--- src/rtl/alh_pkg.sv ---
// Purpose: Constants and types for the alarm log and hour meter
// Assumes: 125 MHz system clock, one millisecond tick as time base
// Notes:   Durations are in milliseconds unless named otherwise
// Function
// - Keep three newest alarm codes in storage
// - Diagnostic position eleven shows newest alarm
// - Option touch steps older, start returns newest
// - Blinks 0.5 s on/off, 2.5 s pause, repeat
// - Red blinks family digit, yellow blinks number
// - Leading error letter is never shown
// - Family digit hexadecimal, A to F blink 10-15
// - Unconfigured interface blinks all LEDs together
// - All alarm detection enabled during diagnostics
// - After 10 s, 2 s combo hold shows alarm
// - Quick read keeps cycle; touch or timeout ends
// - Position eleven, 5 s combo hold shows E00
// - Clear erases every stored alarm entry
// - Hour counter saturates at 6550 hours
// - Hours count only in normal programmes
// - Pauses, delay, rinse hold, soak not counted
// - Per-programme time accurate within 30 s
// - Only completed hours reported, partial truncated
// - Position zero to five, 5 s hold, within 7 s
// - Hour display: intro, thousands/hundreds, tens/units
// - Hour display sequence repeats after last step
// - Off, any touch or selector turn exits
package alh_pkg;
   localparam int unsigned CLK_NS        = 8;
   localparam int unsigned MS_NS         = 1_000_000;
   localparam int unsigned MS_CYCLES_DEF = MS_NS / CLK_NS;
   localparam logic [15:0] BLINK_ON_MS   = 16'd500;
   localparam logic [15:0] BLINK_OFF_MS  = 16'd500;
   localparam logic [15:0] SEQ_PAUSE_MS  = 16'd2500;
   localparam logic [15:0] BOOT_MS       = 16'd10000;
   localparam logic [15:0] QUICK_HOLD_MS = 16'd2000;
   localparam logic [15:0] LONG_HOLD_MS  = 16'd5000;
   localparam logic [15:0] ENTRY_WIN_MS  = 16'd7000;
   localparam logic [15:0] HOUR_STEP_MS  = 16'd2000;
   localparam logic [15:0] QUICK_SHOW_MS = 16'd30000;
   localparam logic [15:0] SEC_MS        = 16'd1000;
   localparam logic [11:0] SEC_PER_HOUR  = 12'd3600;
   localparam logic [12:0] HOURS_MAX     = 13'd6550;
   localparam logic [3:0]  SEL_OFF       = 4'h0;
   localparam logic [3:0]  SEL_HOURS     = 4'h5;
   localparam logic [3:0]  SEL_LOG       = 4'hb;
   localparam int unsigned LOG_DEPTH     = 3;
   localparam logic [7:0]  MARK_DIGITS   = 8'hff;

   typedef enum logic [4:0] {
      M_NORMAL = 5'h01,
      M_LOG    = 5'h02,
      M_E00    = 5'h04,
      M_QUICK  = 5'h08,
      M_HOURS  = 5'h10
   } alh_mode_t;

   typedef enum logic [5:0] {
      S_IDLE    = 6'h01,
      S_RED_ON  = 6'h02,
      S_RED_OFF = 6'h04,
      S_YEL_ON  = 6'h08,
      S_YEL_OFF = 6'h10,
      S_PAUSE   = 6'h20
   } alh_blink_t;
endpackage : alh_pkg

--- src/rtl/alh_blink_if.sv ---
// Purpose: Carrier between the mode logic and the blink sequencer
// Assumes: Single clock domain
// Notes:   Code is the two digits after the error letter
`timescale 1ns/1ps
interface alh_blink_if;
   logic       ms_tick;
   logic       run;
   logic [7:0] code;
   logic       red;
   logic       yellow;
   modport ctl (output ms_tick, run, code, input red, yellow);
   modport seq (input ms_tick, run, code, output red, yellow);
endinterface : alh_blink_if

--- src/rtl/alh_top.sv ---
// Purpose: Alarm log, blink-count alarm display and operating-hour meter
// Assumes: Touch and selector inputs are debounced and synchronous
// Notes:   Log and hours are mirrored out for external non-volatile storage
`timescale 1ns/1ps
module alh_top import alh_pkg::*; #(
   parameter int unsigned MS_CYCLES = MS_CYCLES_DEF
) (
   input  wire logic        clock_i,
   input  wire logic        nrst_i,
   input  wire logic        power_on_i,
   input  wire logic        diag_mode_i,
   input  wire logic [3:0]  sel_pos_i,
   input  wire logic        touch_start_i,
   input  wire logic        touch_opt_i,
   input  wire logic        touch_other_i,
   input  wire logic        alarm_new_i,
   input  wire logic [7:0]  alarm_code_i,
   input  wire logic        ui_unconf_i,
   input  wire logic        prog_run_i,
   input  wire logic        pause_i,
   input  wire logic        delay_wait_i,
   input  wire logic        rinse_hold_i,
   input  wire logic        soak_i,
   input  wire logic        nv_load_i,
   input  wire logic [23:0] nv_log_i,
   input  wire logic [12:0] nv_hours_i,
   output logic             led_red_o,
   output logic             led_yellow_o,
   output logic             led_all_o,
   output logic             disp_en_o,
   output logic [7:0]       disp_digits_o,
   output logic             disp_mark_o,
   output logic             disp_err_o,
   output logic             normal_ui_o,
   output logic             alarm_det_en_o,
   output logic             nv_wr_o,
   output logic [23:0]      nv_log_o,
   output logic [12:0]      hours_o
);
   localparam int unsigned PW = $clog2(MS_CYCLES);

   alh_blink_if bif ();

   logic [PW-1:0] pre_r;
   logic          ms_tick;
   logic          start_q_r;
   logic          opt_q_r;
   logic          any_q_r;
   logic [3:0]    sel_q_r;
   logic [15:0]   hold_ms_r;
   logic [15:0]   boot_ms_r;
   logic [15:0]   win_ms_r;
   logic          arm_r;
   logic [15:0]   show_ms_r;
   logic [15:0]   step_ms_r;
   logic [1:0]    step_r;
   logic [1:0]    idx_r;
   logic [7:0]    log_r [LOG_DEPTH];
   logic [15:0]   wms_r;
   logic [11:0]   wsec_r;
   logic [12:0]   hours_r;
   logic [15:0]   cfg_ms_r;
   logic          cfg_ph_r;
   alh_mode_t     mode_r;
   alh_mode_t     mode_nxt;

   logic          touch_any;
   logic          combo;
   logic          rise_start;
   logic          rise_opt;
   logic          rise_any;
   logic          sel_chg;
   logic          boot_done;
   logic          at_log;
   logic          arm_ok;
   logic          hours_go;
   logic          quick_go;
   logic          clear_go;
   logic          quick_end;
   logic          hours_end;
   logic          step_end;
   logic          work;
   logic          showing;
   logic [15:0]   bcd;

   function automatic logic [15:0] sat_inc(input logic [15:0] v);
      return (v == 16'hffff) ? v : v + 16'h0001;
   endfunction : sat_inc

   function automatic logic [15:0] to_bcd(input logic [12:0] h);
      logic [3:0] th;
      logic [3:0] hu;
      logic [3:0] te;
      logic [3:0] un;
      th = 4'((h / 13'd1000) % 13'd10);
      hu = 4'((h / 13'd100) % 13'd10);
      te = 4'((h / 13'd10) % 13'd10);
      un = 4'(h % 13'd10);
      return {th, hu, te, un};
   endfunction : to_bcd

   // Single prescaler feeds every timer so all durations share one base
   assign ms_tick    = (pre_r == PW'(MS_CYCLES - 1));
   assign touch_any  = touch_start_i | touch_opt_i | touch_other_i;
   assign combo      = touch_start_i & touch_opt_i;
   assign rise_start = touch_start_i & ~start_q_r;
   assign rise_opt   = touch_opt_i & ~opt_q_r;
   // Per-sensor edges, so a press while other fingers are held still counts
   assign rise_any   = rise_start | rise_opt | (touch_other_i & ~any_q_r);
   assign sel_chg    = (sel_pos_i != sel_q_r);
   assign boot_done  = (boot_ms_r >= BOOT_MS);
   assign at_log     = diag_mode_i && (sel_pos_i == SEL_LOG);
   assign arm_ok     = arm_r && (win_ms_r <= ENTRY_WIN_MS);
   assign hours_go   = arm_ok && (sel_pos_i == SEL_HOURS)
                       && (hold_ms_r >= LONG_HOLD_MS);
   // A pending hour entry holds the same combo, so it blocks quick read
   assign quick_go   = boot_done && (hold_ms_r >= QUICK_HOLD_MS)
                       && !(arm_ok && sel_pos_i == SEL_HOURS);
   assign clear_go   = (mode_r == M_LOG) && at_log
                       && (hold_ms_r >= LONG_HOLD_MS);
   assign quick_end  = rise_any || (show_ms_r >= QUICK_SHOW_MS);
   assign hours_end  = rise_any || sel_chg;
   assign step_end   = ms_tick && (step_ms_r == HOUR_STEP_MS - 16'h0001);
   assign work       = prog_run_i && !diag_mode_i && !pause_i && !delay_wait_i
                       && !rinse_hold_i && !soak_i;
   assign showing    = (mode_r == M_LOG) || (mode_r == M_QUICK);
   assign bcd        = to_bcd(hours_r);

   always_comb begin
      mode_nxt = mode_r;
      if (!power_on_i) begin
         mode_nxt = M_NORMAL;
      end else begin
         unique case (mode_r)
            M_NORMAL: begin
               if (at_log)        mode_nxt = M_LOG;
               else if (hours_go) mode_nxt = M_HOURS;
               else if (quick_go) mode_nxt = M_QUICK;
            end
            M_LOG: begin
               if (!at_log)        mode_nxt = M_NORMAL;
               else if (clear_go)  mode_nxt = M_E00;
            end
            M_E00:   if (!at_log) mode_nxt = M_NORMAL;
            M_QUICK: begin
               if (at_log)         mode_nxt = M_LOG;
               else if (quick_end) mode_nxt = M_NORMAL;
            end
            M_HOURS: if (hours_end) mode_nxt = M_NORMAL;
            default: mode_nxt = M_NORMAL;
         endcase
      end
   end

   always_ff @(posedge clock_i or negedge nrst_i) begin
      if (!nrst_i) begin
         pre_r     <= '0;
         start_q_r <= 1'b0;
         opt_q_r   <= 1'b0;
         any_q_r   <= 1'b0;
         sel_q_r   <= 4'h0;
         mode_r    <= M_NORMAL;
      end else begin
         pre_r     <= ms_tick ? '0 : pre_r + 1'b1;
         start_q_r <= touch_start_i;
         opt_q_r   <= touch_opt_i;
         any_q_r   <= touch_other_i;
         sel_q_r   <= sel_pos_i;
         mode_r    <= mode_nxt;
      end
   end

   // Hold, boot and entry-window timers
   always_ff @(posedge clock_i or negedge nrst_i) begin
      if (!nrst_i) begin
         hold_ms_r <= 16'h0000;
         boot_ms_r <= 16'h0000;
         win_ms_r  <= 16'h0000;
         arm_r     <= 1'b0;
      end else begin
         hold_ms_r <= !combo ? 16'h0000 : ms_tick ? sat_inc(hold_ms_r) : hold_ms_r;
         boot_ms_r <= (ms_tick && !boot_done) ? sat_inc(boot_ms_r) : boot_ms_r;
         if (sel_pos_i == SEL_OFF) begin
            arm_r    <= !touch_any;
            win_ms_r <= 16'h0000;
         end else begin
            arm_r    <= arm_r && (win_ms_r <= ENTRY_WIN_MS);
            win_ms_r <= ms_tick ? sat_inc(win_ms_r) : win_ms_r;
         end
      end
   end

   // Quick-read display time and hour display steps
   always_ff @(posedge clock_i or negedge nrst_i) begin
      if (!nrst_i) begin
         show_ms_r <= 16'h0000;
         step_ms_r <= 16'h0000;
         step_r    <= 2'd0;
      end else begin
         show_ms_r <= (mode_r != M_QUICK) ? 16'h0000
                    : ms_tick ? sat_inc(show_ms_r) : show_ms_r;
         if (mode_r != M_HOURS) begin
            step_ms_r <= 16'h0000;
            step_r    <= 2'd0;
         end else if (step_end) begin
            step_ms_r <= 16'h0000;
            step_r    <= (step_r == 2'd2) ? 2'd0 : step_r + 2'd1;
         end else begin
            step_ms_r <= step_ms_r + {15'h0000, ms_tick};
         end
      end
   end

   // Log entry selection while the log is shown
   always_ff @(posedge clock_i or negedge nrst_i) begin
      if (!nrst_i) begin
         idx_r <= 2'd0;
      end else if (mode_r != M_LOG) begin
         idx_r <= 2'd0;
      end else if (rise_start && !touch_opt_i) begin
         idx_r <= 2'd0;
      end else if (rise_opt && !touch_start_i
                   && idx_r != 2'(LOG_DEPTH - 1)) begin
         idx_r <= idx_r + 2'd1;
      end
   end

   // A new alarm in the clear cycle is kept: the event wins over the erase
   always_ff @(posedge clock_i or negedge nrst_i) begin
      if (!nrst_i) begin
         for (int i = 0; i < LOG_DEPTH; i++) log_r[i] <= 8'h00;
         nv_wr_o <= 1'b0;
      end else begin
         nv_wr_o <= !nv_load_i && (clear_go || alarm_new_i);
         if (nv_load_i) begin
            for (int i = 0; i < LOG_DEPTH; i++) log_r[i] <= nv_log_i[8*i +: 8];
         end else if (alarm_new_i) begin
            // Shift starts at one so no index below zero is ever formed
            log_r[0] <= alarm_code_i;
            for (int i = 1; i < LOG_DEPTH; i++) log_r[i] <= clear_go ? 8'h00 : log_r[i-1];
         end else if (clear_go) begin
            for (int i = 0; i < LOG_DEPTH; i++) log_r[i] <= 8'h00;
         end
      end
   end

   // Working-time accumulator; sub-hour residue survives pauses
   always_ff @(posedge clock_i or negedge nrst_i) begin
      if (!nrst_i) begin
         wms_r   <= 16'h0000;
         wsec_r  <= 12'h000;
         hours_r <= 13'h0000;
      end else if (nv_load_i) begin
         wms_r   <= 16'h0000;
         wsec_r  <= 12'h000;
         hours_r <= (nv_hours_i > HOURS_MAX) ? HOURS_MAX : nv_hours_i;
      end else if (work && ms_tick) begin
         if (wms_r != SEC_MS - 16'h0001) begin
            wms_r <= wms_r + 16'h0001;
         end else begin
            wms_r <= 16'h0000;
            if (wsec_r != SEC_PER_HOUR - 12'h001) begin
               wsec_r <= wsec_r + 12'h001;
            end else begin
               wsec_r  <= 12'h000;
               hours_r <= (hours_r == HOURS_MAX) ? hours_r
                                                 : hours_r + 13'h0001;
            end
         end
      end
   end

   // Configuration error flash for all LEDs, same rhythm as code blinks
   always_ff @(posedge clock_i or negedge nrst_i) begin
      if (!nrst_i) begin
         cfg_ms_r <= 16'h0000;
         cfg_ph_r <= 1'b0;
      end else if (!(showing && ui_unconf_i)) begin
         cfg_ms_r <= 16'h0000;
         cfg_ph_r <= 1'b0;
      end else if (ms_tick && cfg_ms_r == BLINK_ON_MS - 16'h0001) begin
         cfg_ms_r <= 16'h0000;
         cfg_ph_r <= ~cfg_ph_r;
      end else begin
         cfg_ms_r <= cfg_ms_r + {15'h0000, ms_tick};
      end
   end

   assign bif.ms_tick = ms_tick;
   assign bif.run     = showing && !ui_unconf_i;
   assign bif.code    = log_r[idx_r];

   alh_blink u_blink (
      .clock_i (clock_i),
      .nrst_i  (nrst_i),
      .sif     (bif)
   );

   always_ff @(posedge clock_i or negedge nrst_i) begin
      if (!nrst_i) begin
         led_red_o     <= 1'b0;
         led_yellow_o  <= 1'b0;
         led_all_o     <= 1'b0;
         disp_en_o     <= 1'b0;
         disp_digits_o <= 8'h00;
         disp_mark_o   <= 1'b0;
         disp_err_o    <= 1'b0;
      end else begin
         led_red_o     <= bif.red;
         led_yellow_o  <= bif.yellow;
         led_all_o     <= showing && ui_unconf_i && !cfg_ph_r;
         disp_en_o     <= (mode_r == M_HOURS) || (mode_r == M_E00);
         disp_mark_o   <= (mode_r == M_HOURS) && (step_r == 2'd0);
         disp_err_o    <= (mode_r == M_E00);
         disp_digits_o <= (mode_r != M_HOURS) ? 8'h00
                        : (step_r == 2'd0) ? MARK_DIGITS
                        : (step_r == 2'd1) ? bcd[15:8] : bcd[7:0];
      end
   end

   // Detectors stay armed whenever diagnostics or a wash are active
   assign alarm_det_en_o = diag_mode_i || prog_run_i;
   assign normal_ui_o    = (mode_r == M_NORMAL) || (mode_r == M_QUICK);
   assign nv_log_o       = {log_r[2], log_r[1], log_r[0]};
   assign hours_o        = hours_r;
endmodule : alh_top

--- src/rtl/alh_blink.sv ---
// Purpose: Blink-count sequencer for a two-digit alarm code
// Assumes: One ms tick pulse per millisecond
// Notes:   A zero digit produces no blinks for that colour
`timescale 1ns/1ps
module alh_blink import alh_pkg::*; (
   input  wire logic   clock_i,
   input  wire logic   nrst_i,
   alh_blink_if.seq    sif
);
   alh_blink_t  st_r;
   alh_blink_t  st_nxt;
   logic [15:0] cnt_r;
   logic [3:0]  done_r;
   logic [3:0]  fam;
   logic [3:0]  num;
   logic        tick_end;
   logic        last;

   function automatic logic [15:0] dur(input alh_blink_t s);
      unique case (s)
         S_RED_ON, S_YEL_ON:   return BLINK_ON_MS;
         S_RED_OFF, S_YEL_OFF: return BLINK_OFF_MS;
         S_PAUSE:              return SEQ_PAUSE_MS;
         default:              return 16'h0001;
      endcase
   endfunction : dur

   // Only the two digits travel here, the letter has no path
   assign fam      = sif.code[7:4];
   assign num      = sif.code[3:0];
   assign tick_end = sif.ms_tick && (cnt_r == dur(st_r) - 16'h0001);
   assign last     = (st_r == S_RED_OFF) ? (done_r + 4'h1 == fam)
                                         : (done_r + 4'h1 == num);
   assign sif.red    = (st_r == S_RED_ON);
   assign sif.yellow = (st_r == S_YEL_ON);

   always_comb begin
      st_nxt = st_r;
      if (!sif.run) begin
         st_nxt = S_IDLE;
      end else begin
         unique case (st_r)
            S_IDLE, S_PAUSE: begin
               if (st_r == S_IDLE || tick_end) begin
                  st_nxt = (fam != 4'h0) ? S_RED_ON
                         : (num != 4'h0) ? S_YEL_ON : S_PAUSE;
               end
            end
            S_RED_ON:  if (tick_end) st_nxt = S_RED_OFF;
            S_RED_OFF: begin
               if (tick_end) begin
                  st_nxt = !last ? S_RED_ON
                         : (num != 4'h0) ? S_YEL_ON : S_PAUSE;
               end
            end
            S_YEL_ON:  if (tick_end) st_nxt = S_YEL_OFF;
            S_YEL_OFF: if (tick_end) st_nxt = last ? S_PAUSE : S_YEL_ON;
            default:   st_nxt = S_IDLE;
         endcase
      end
   end

   always_ff @(posedge clock_i or negedge nrst_i) begin
      if (!nrst_i) begin
         st_r   <= S_IDLE;
         cnt_r  <= 16'h0000;
         done_r <= 4'h0;
      end else begin
         st_r   <= st_nxt;
         cnt_r  <= (st_nxt != st_r) ? 16'h0000 : cnt_r + {15'h0000, sif.ms_tick};
         if (st_nxt == st_r)                         done_r <= done_r;
         else if (st_r == S_RED_OFF && !last)        done_r <= done_r + 4'h1;
         else if (st_r == S_YEL_OFF && !last)        done_r <= done_r + 4'h1;
         else if (st_r == S_RED_ON || st_r == S_YEL_ON) done_r <= done_r;
         else                                        done_r <= 4'h0;
      end
   end
endmodule : alh_blink

--- config.mk ---
export PLATFORM = sky130hd
export DESIGN_NAME = alh_top
export DESIGN_NICKNAME = d
export VERILOG_FILES = /design/src/rtl/alh_pkg.sv /design/src/rtl/alh_blink_if.sv /design/src/rtl/alh_top.sv /design/src/rtl/alh_blink.sv
export SDC_FILE = /design/constraint.sdc
export NUM_CORES = 1
export LEC_CHECK = 0
export ABC_AREA = 1
export BUFFER_PORTS_ARGS = -buffer_cell sky130_fd_sc_hd__buf_2
export CAP_MARGIN = 5
export CORE_AREA = 2 2 222 170
export DETAILED_ROUTE_END_ITERATION = 16
export DIE_AREA = 0 0 224 172
export GPL_ROUTABILITY_DRIVEN = 0
export PLACE_DENSITY = 0.78
export SKIP_LAST_GASP = 1
export SYNTH_ARGS = -nofsm -noshare
export SYNTH_HDL_FRONTEND = slang
export SYNTH_HIERARCHICAL = 1
export SYNTH_SLANG_ARGS = --single-unit
--- constraint.sdc ---
create_clock -name clock_i -period 21.1 [get_ports clock_i]
set_input_delay 1.055 -clock clock_i [delete_from_list [all_inputs] [get_ports clock_i]]
set_output_delay 1.055 -clock clock_i [all_outputs]
set_load 0.01 [all_outputs]
Word level (Yosys, flattened, before mapping)
Index checks and enable logic that the tools add are counted.
{"block": "totals", "input_bits": 64, "reg_bits": 237, "elab_cells": 272}
{"block": "classes", "addsub": 15, "eq_ne": 49, "div_mod_pow": 7, "mux": 75, "bitwise_logic": 15, "reduce_logical": 71, "magnitude_cmp": 7}
{"op": "two-way mux 16 bit", "n": 17}
{"op": "adder 16 x 1 -> 16 bit, second input constant", "n": 5}
{"op": "two-way mux 13 bit", "n": 6}
{"op": "two-way mux 24 bit", "n": 3}
{"op": "== test 16 bit, second input constant", "n": 4}
{"op": "two-way mux 6 bit", "n": 10}
{"op": "two-way mux 8 bit", "n": 7}
{"op": "remainder unit 13 x 4 -> 13 bit, second input constant", "n": 4}
{"op": "two-way mux 5 bit", "n": 10}
{"op": "adder 16 x 1 -> 16 bit", "n": 3}
{"op": "two-way mux 12 bit", "n": 4}
{"op": "case mux 6 bit (5 select lines)", "n": 1}
{"op": "logical AND 1 bit", "n": 28}
{"op": "case mux 5 bit (5 select lines)", "n": 1}
{"op": "case mux 12 bit (2 select lines)", "n": 1}
{"op": "adder 17 x 1 -> 17 bit, second input constant", "n": 1}
{"op": "== test 17 bit, second input constant", "n": 1}
{"op": "two-way mux 17 bit", "n": 1}
{"op": "binary-select mux 8 bit (select 2 bit)", "n": 1}
{"op": "== test 16 x 11 -> 1 bit, second input constant", "n": 1}
{"op": "== test 16 bit", "n": 1}
{"op": "== test 16 x 9 -> 1 bit, second input constant", "n": 1}
{"op": "greater-or-equal comparator 16 x 11 -> 1 bit, second input constant", "n": 1}
{"op": "greater-or-equal comparator 16 x 13 -> 1 bit, second input constant", "n": 1}
{"op": "other kinds (62)", "n": 126}

Depth between registers and ports, before layout
{"block": "depth", "ltp_word": 13, "ltp_mapped": 106, "depth_no_buf": 95}

Hierarchy
The synthesis kept the hierarchy.
{"module": "alh_top", "cells_each": 2300, "n_inst": 1, "area_each_um2": 15856.5}
{"module": "alh_blink", "cells_each": 312, "n_inst": 1, "area_each_um2": 2084.5}

Worst setup path after synthesis
OpenSTA, ideal clock, no wires.
{"block": "synth_timing", "path_kind": "reg2reg", "startpoint": "reg step_r[0]", "endpoint": "reg disp_digits_o[7]", "t_arrival_ns": 11.085, "stages_incl_launch_ff": 89, "setup_time_ns": 0.120, "slack_ns": 9.895, "cell_sequence": "dfrtp_1 nand2_2 buf_2 inv_1 buf_2 buf_2 buf_2 buf_2 ha_1 inv_1 nor2_1 nand4_1 nand3_2 nand2_2 inv_2 nand2_1 xnor2_1 inv_1 [53 not listed] nand2_1 nand2_2 nand3_4 buf_6 nand2_1 xor2_1 inv_1 ha_1 nand3_1 nor2_1 nand3_1 nand3_2 nor2_2 nand3_2 nand2_2 nand2_1 nand3_1 nand2_1"}
{"element": "start: declaration", "line_no": "alh_top.sv:56", "source": "logic [1:0] step_r;"}
{"element": "start signal: assignment", "line_no": "alh_top.sv:207", "source": "step_r <= (step_r == 2'd2) ? 2'd0 : step_r + 2'd1;"}
{"element": "end signal: assignment", "line_no": "alh_top.sv:315", "source": "disp_digits_o <= (mode_r != M_HOURS) ? 8'h00"}
{"element": "end: declaration", "line_no": "alh_top.sv:31", "source": "output logic [7:0] disp_digits_o,"}

==> impl_metrics.ini <==
[clocking]
numCtsBuffers = 25
tritoncts = yes
cts.repair.resized = 0
post-cts-setup-buffer-count = 0
cts_root_buffer = clkbuf_16
cts.path.max_buffers = 3
htree_levels = 1
postCtsHoldBufs = 0
cts.sinks = 237
insertion_delay_ns = 0.55
clk_pin_slew_ns = 0.06

[synthesis]
netlist_area_mm2 = 0.01794
synth-seq-cells = 237
synthSimpleGateAreaFrac = 0.3489
synthMuxAreaShare = 0.001116
synth_nets = 2727
ys_top_cells_by_count = nand2_1 (555), inv_1 (416), nor2_1 (271)
synth_compound_area_frac = 0.1285
synth_most_common_cell = nand2_1
synth_edf_count = 0
synthTopCellsByArea = dfrtp_1 (33%), nand2_1 (12%), inv_1 (8.7%), nor2_1 (5.7%), nand3_1 (5.5%)
syn_avg_cell_area_um2 = 6.869
synthArstFlopShare = 1.000
synthAdderAreaFrac = 0.03557
synth_top_area_share = 0.3278
syn_inst = 2612
post-synth-top-area-cell = dfrtp_1
synth_top_family_by_area = simple AND/OR/NAND/NOR gates
synth.distinct_cells = 64
synth-xor-area-share = 0.04687
synth_top_flop_cell = dfrtp_1
synth-warning-count = 6
ys_seq_area_frac = 0.3307

[critical_path]
reg2reg_setup_slack_ns = 8.35
crit_required_ns = 21.54
rr_worst_depth = 78
arrival_ns = 13.19
crit_fanout = 15
worstReg2RegStart = step_r[1]
crit_type = register to register
critPathLaunchType = register
end_kind = register
max_stage_delay_ns = 0.55
cp_common_cell = nand2_1
r2r_end = disp_digits_o[7]
slowest_stage = ha_1

[layout]
fillCellCount = 3309
num-nets-final = 2834
final_core_util = 0.5459
drive_gt1_frac = 0.1282
area_growth_syn_to_layout_pct = 10.77

[route]
dr.pass1.iters = 6
via_count = 17700
wl_per_cell_um = 14.94
antenna_left = 0
wirelength_mm = 48.01
drtIter0Drc = 1626
viasPerCell = 5.509
drc = 0

[timing]
slew_headroom = 0.3505
finalClockSkew_ns = 0.01983
hold_viol = 0
worst_pin_slew_ns = 0.9742
fmax_mhz = 78.40
min_period_over_period = 0.6045
slew_viol_final = 0
setup_viol = 0
rsz0062_at_grt = false
fin_tns_setup_ns = 0
period_minus_slack_ns = 12.75

[die]
rows = 61
fp.coreArea_mm2 = 0.03641
dieArea_mm2 = 0.03853
ios = 118
die_y_um = 172
die_w_um = 224
start_util = 0.4928

[grt]
grt_pass1_wl_mm = 78.76
grt_start_max_net_pins = 90
grt_usage = 0.2450
grt-ovfl-total = 0
antenna_found_initial = 3
first_global_vias = 16400

[worst_hold_path]
hold_path.class = register to register
hold_depth = 0
worstHoldStart = boot_ms_r[15]
hold_end = boot_ms_r[15]

[job]
cap_violations = 0

[placement]
io_buffers = 117
dpl.hpwl_mm = 35.98

[run_status]
status = finished clean
[through the flow]
| step | hold WS, ns | cell area, um^2 | setup slack (ns) | cells |
|---|---|---|---|---|
| 6_report | 0.3786 | 19870 | 8.345 | 3213 |
| 3_5_place_dp | 0.3690 | 18980 | 8.649 | 3164 |
| 2_1_floorplan | 0.4153 | 17940 | 9.895 | 2612 |
| 3_3_place_gp | 0.3652 | 18980 | 9.370 | 3164 |
| 4_1_cts | 0.3816 | 19870 | 8.583 | 3210 |
| 5_1_grt | 0.3929 | 19870 | 7.036 | 3213 |
[sequential cells by signal, indices dropped and copies added, names as in the netlist, 2 cells and up]
name and flops:
step_r 2, pre_r 17, sel_q_r 4, wsec_r 12, hold_ms_r 16, disp_digits_o 8, show_ms_r 16, u_blink/st_r 6
wms_r 16, step_ms_r 16, hours_o 13, u_blink/cnt_r 16, mode_r 5, boot_ms_r 16, idx_r 2, cfg_ms_r 16
nv_log_o 24, win_ms_r 16, u_blink/done_r 4
[cell families after synthesis]
logic type | after synthesis
muxes | 2
DFF | 237
buffers and inverters | 499
and+or+nand+nor | 1337
AOI/OAI and AO/OA | 390
xor gates and xnor gates | 96
adders and majority gates | 51
[cell type report]
cell class                 instances  area (um^2)  share of cell area
tap                              472        590.6             0.02972
clock inverter                    11        172.7            0.008689
sequential                       237         5933              0.2986
antenna                            3        7.507           0.0003778
inverter                         450         1689             0.08500
clock buffer                      35        713.2             0.03589
timing repair buffer             129        685.7             0.03450
multi-input combinational       1876        10080              0.5073
[cells in the final DEF (no fill, tap or decap), types with 6 or more instances in the layout]
cell type / netlist / layout
nand2_1: 555 / 555
inv_1: 416 / 416
nor2_1: 271 / 271
dfrtp_1: 235 / 235
nand3_1: 198 / 198
o21ai_0: 150 / 150
buf_2: 14 / 116
a21oi_1: 111 / 111
xor2_1: 75 / 75
nor3_1: 74 / 72
nand4_1: 59 / 59
nand2_2: 57 / 57
ha_1: 51 / 51
nor4_1: 31 / 30
inv_2: 27 / 27
nand3_2: 26 / 26
clkbuf_16: 0 / 25
xnor2_1: 21 / 21
a22oi_1: 18 / 18
o211ai_1: 14 / 14
nor3_2: 12 / 14
o22ai_1: 12 / 12
buf_4: 0 / 12
o21ai_1: 10 / 10
a31oi_1: 10 / 10
nand2_4: 9 / 9
nor2_2: 8 / 8
o311ai_0: 8 / 8
clkinv_1: 7 / 7
nor3b_1: 7 / 7
nor2_4: 7 / 7
a211oi_1: 7 / 7
a221oi_1: 7 / 7
or2_2: 6 / 6
o21ai_2: 6 / 6
[how the worst max path moves through the flow]
stage / startpoint / end / slack [ns]
after floorplan: step_r[0] / disp_digits_o[7] / 9.90
after global placement: step_r[1] / disp_digits_o[6] / 9.37
after detailed placement: step_r[1] / disp_digits_o[7] / 8.65
after CTS: step_r[1] / disp_digits_o[6] / 8.58
after global routing: step_r[1] / disp_digits_o[6] / 7.04
final: step_r[1] / disp_digits_o[7] / 8.35
[critical path: cells and delay by family (launching register included)]
family          cells  cell delay (ns)
simple gates       45             5.33
fa+ha+maj           9             3.02
compound gates      8             1.87
buf+inv            14             1.60
flops               1             0.39
xor+xnor            2             0.39
[layer usage]
| layer | part of all wire | global-route usage | up-vias |
|---|---|---|---|
| li1 | - | - | 8730 |
| met1 | 0.46 | 0.3439 | 8206 |
| met2 | 0.44 | 0.3890 | 658 |
| met3 | 0.071 | 0.03687 | 105 |
| met4 | 0.033 | 0.08145 | 0 |
| met5 | 0 | 0 | - |
Power is left out: the tool's default activity adds up to more than one toggle a clock period on the data nets, which glitch-free logic cannot reach.
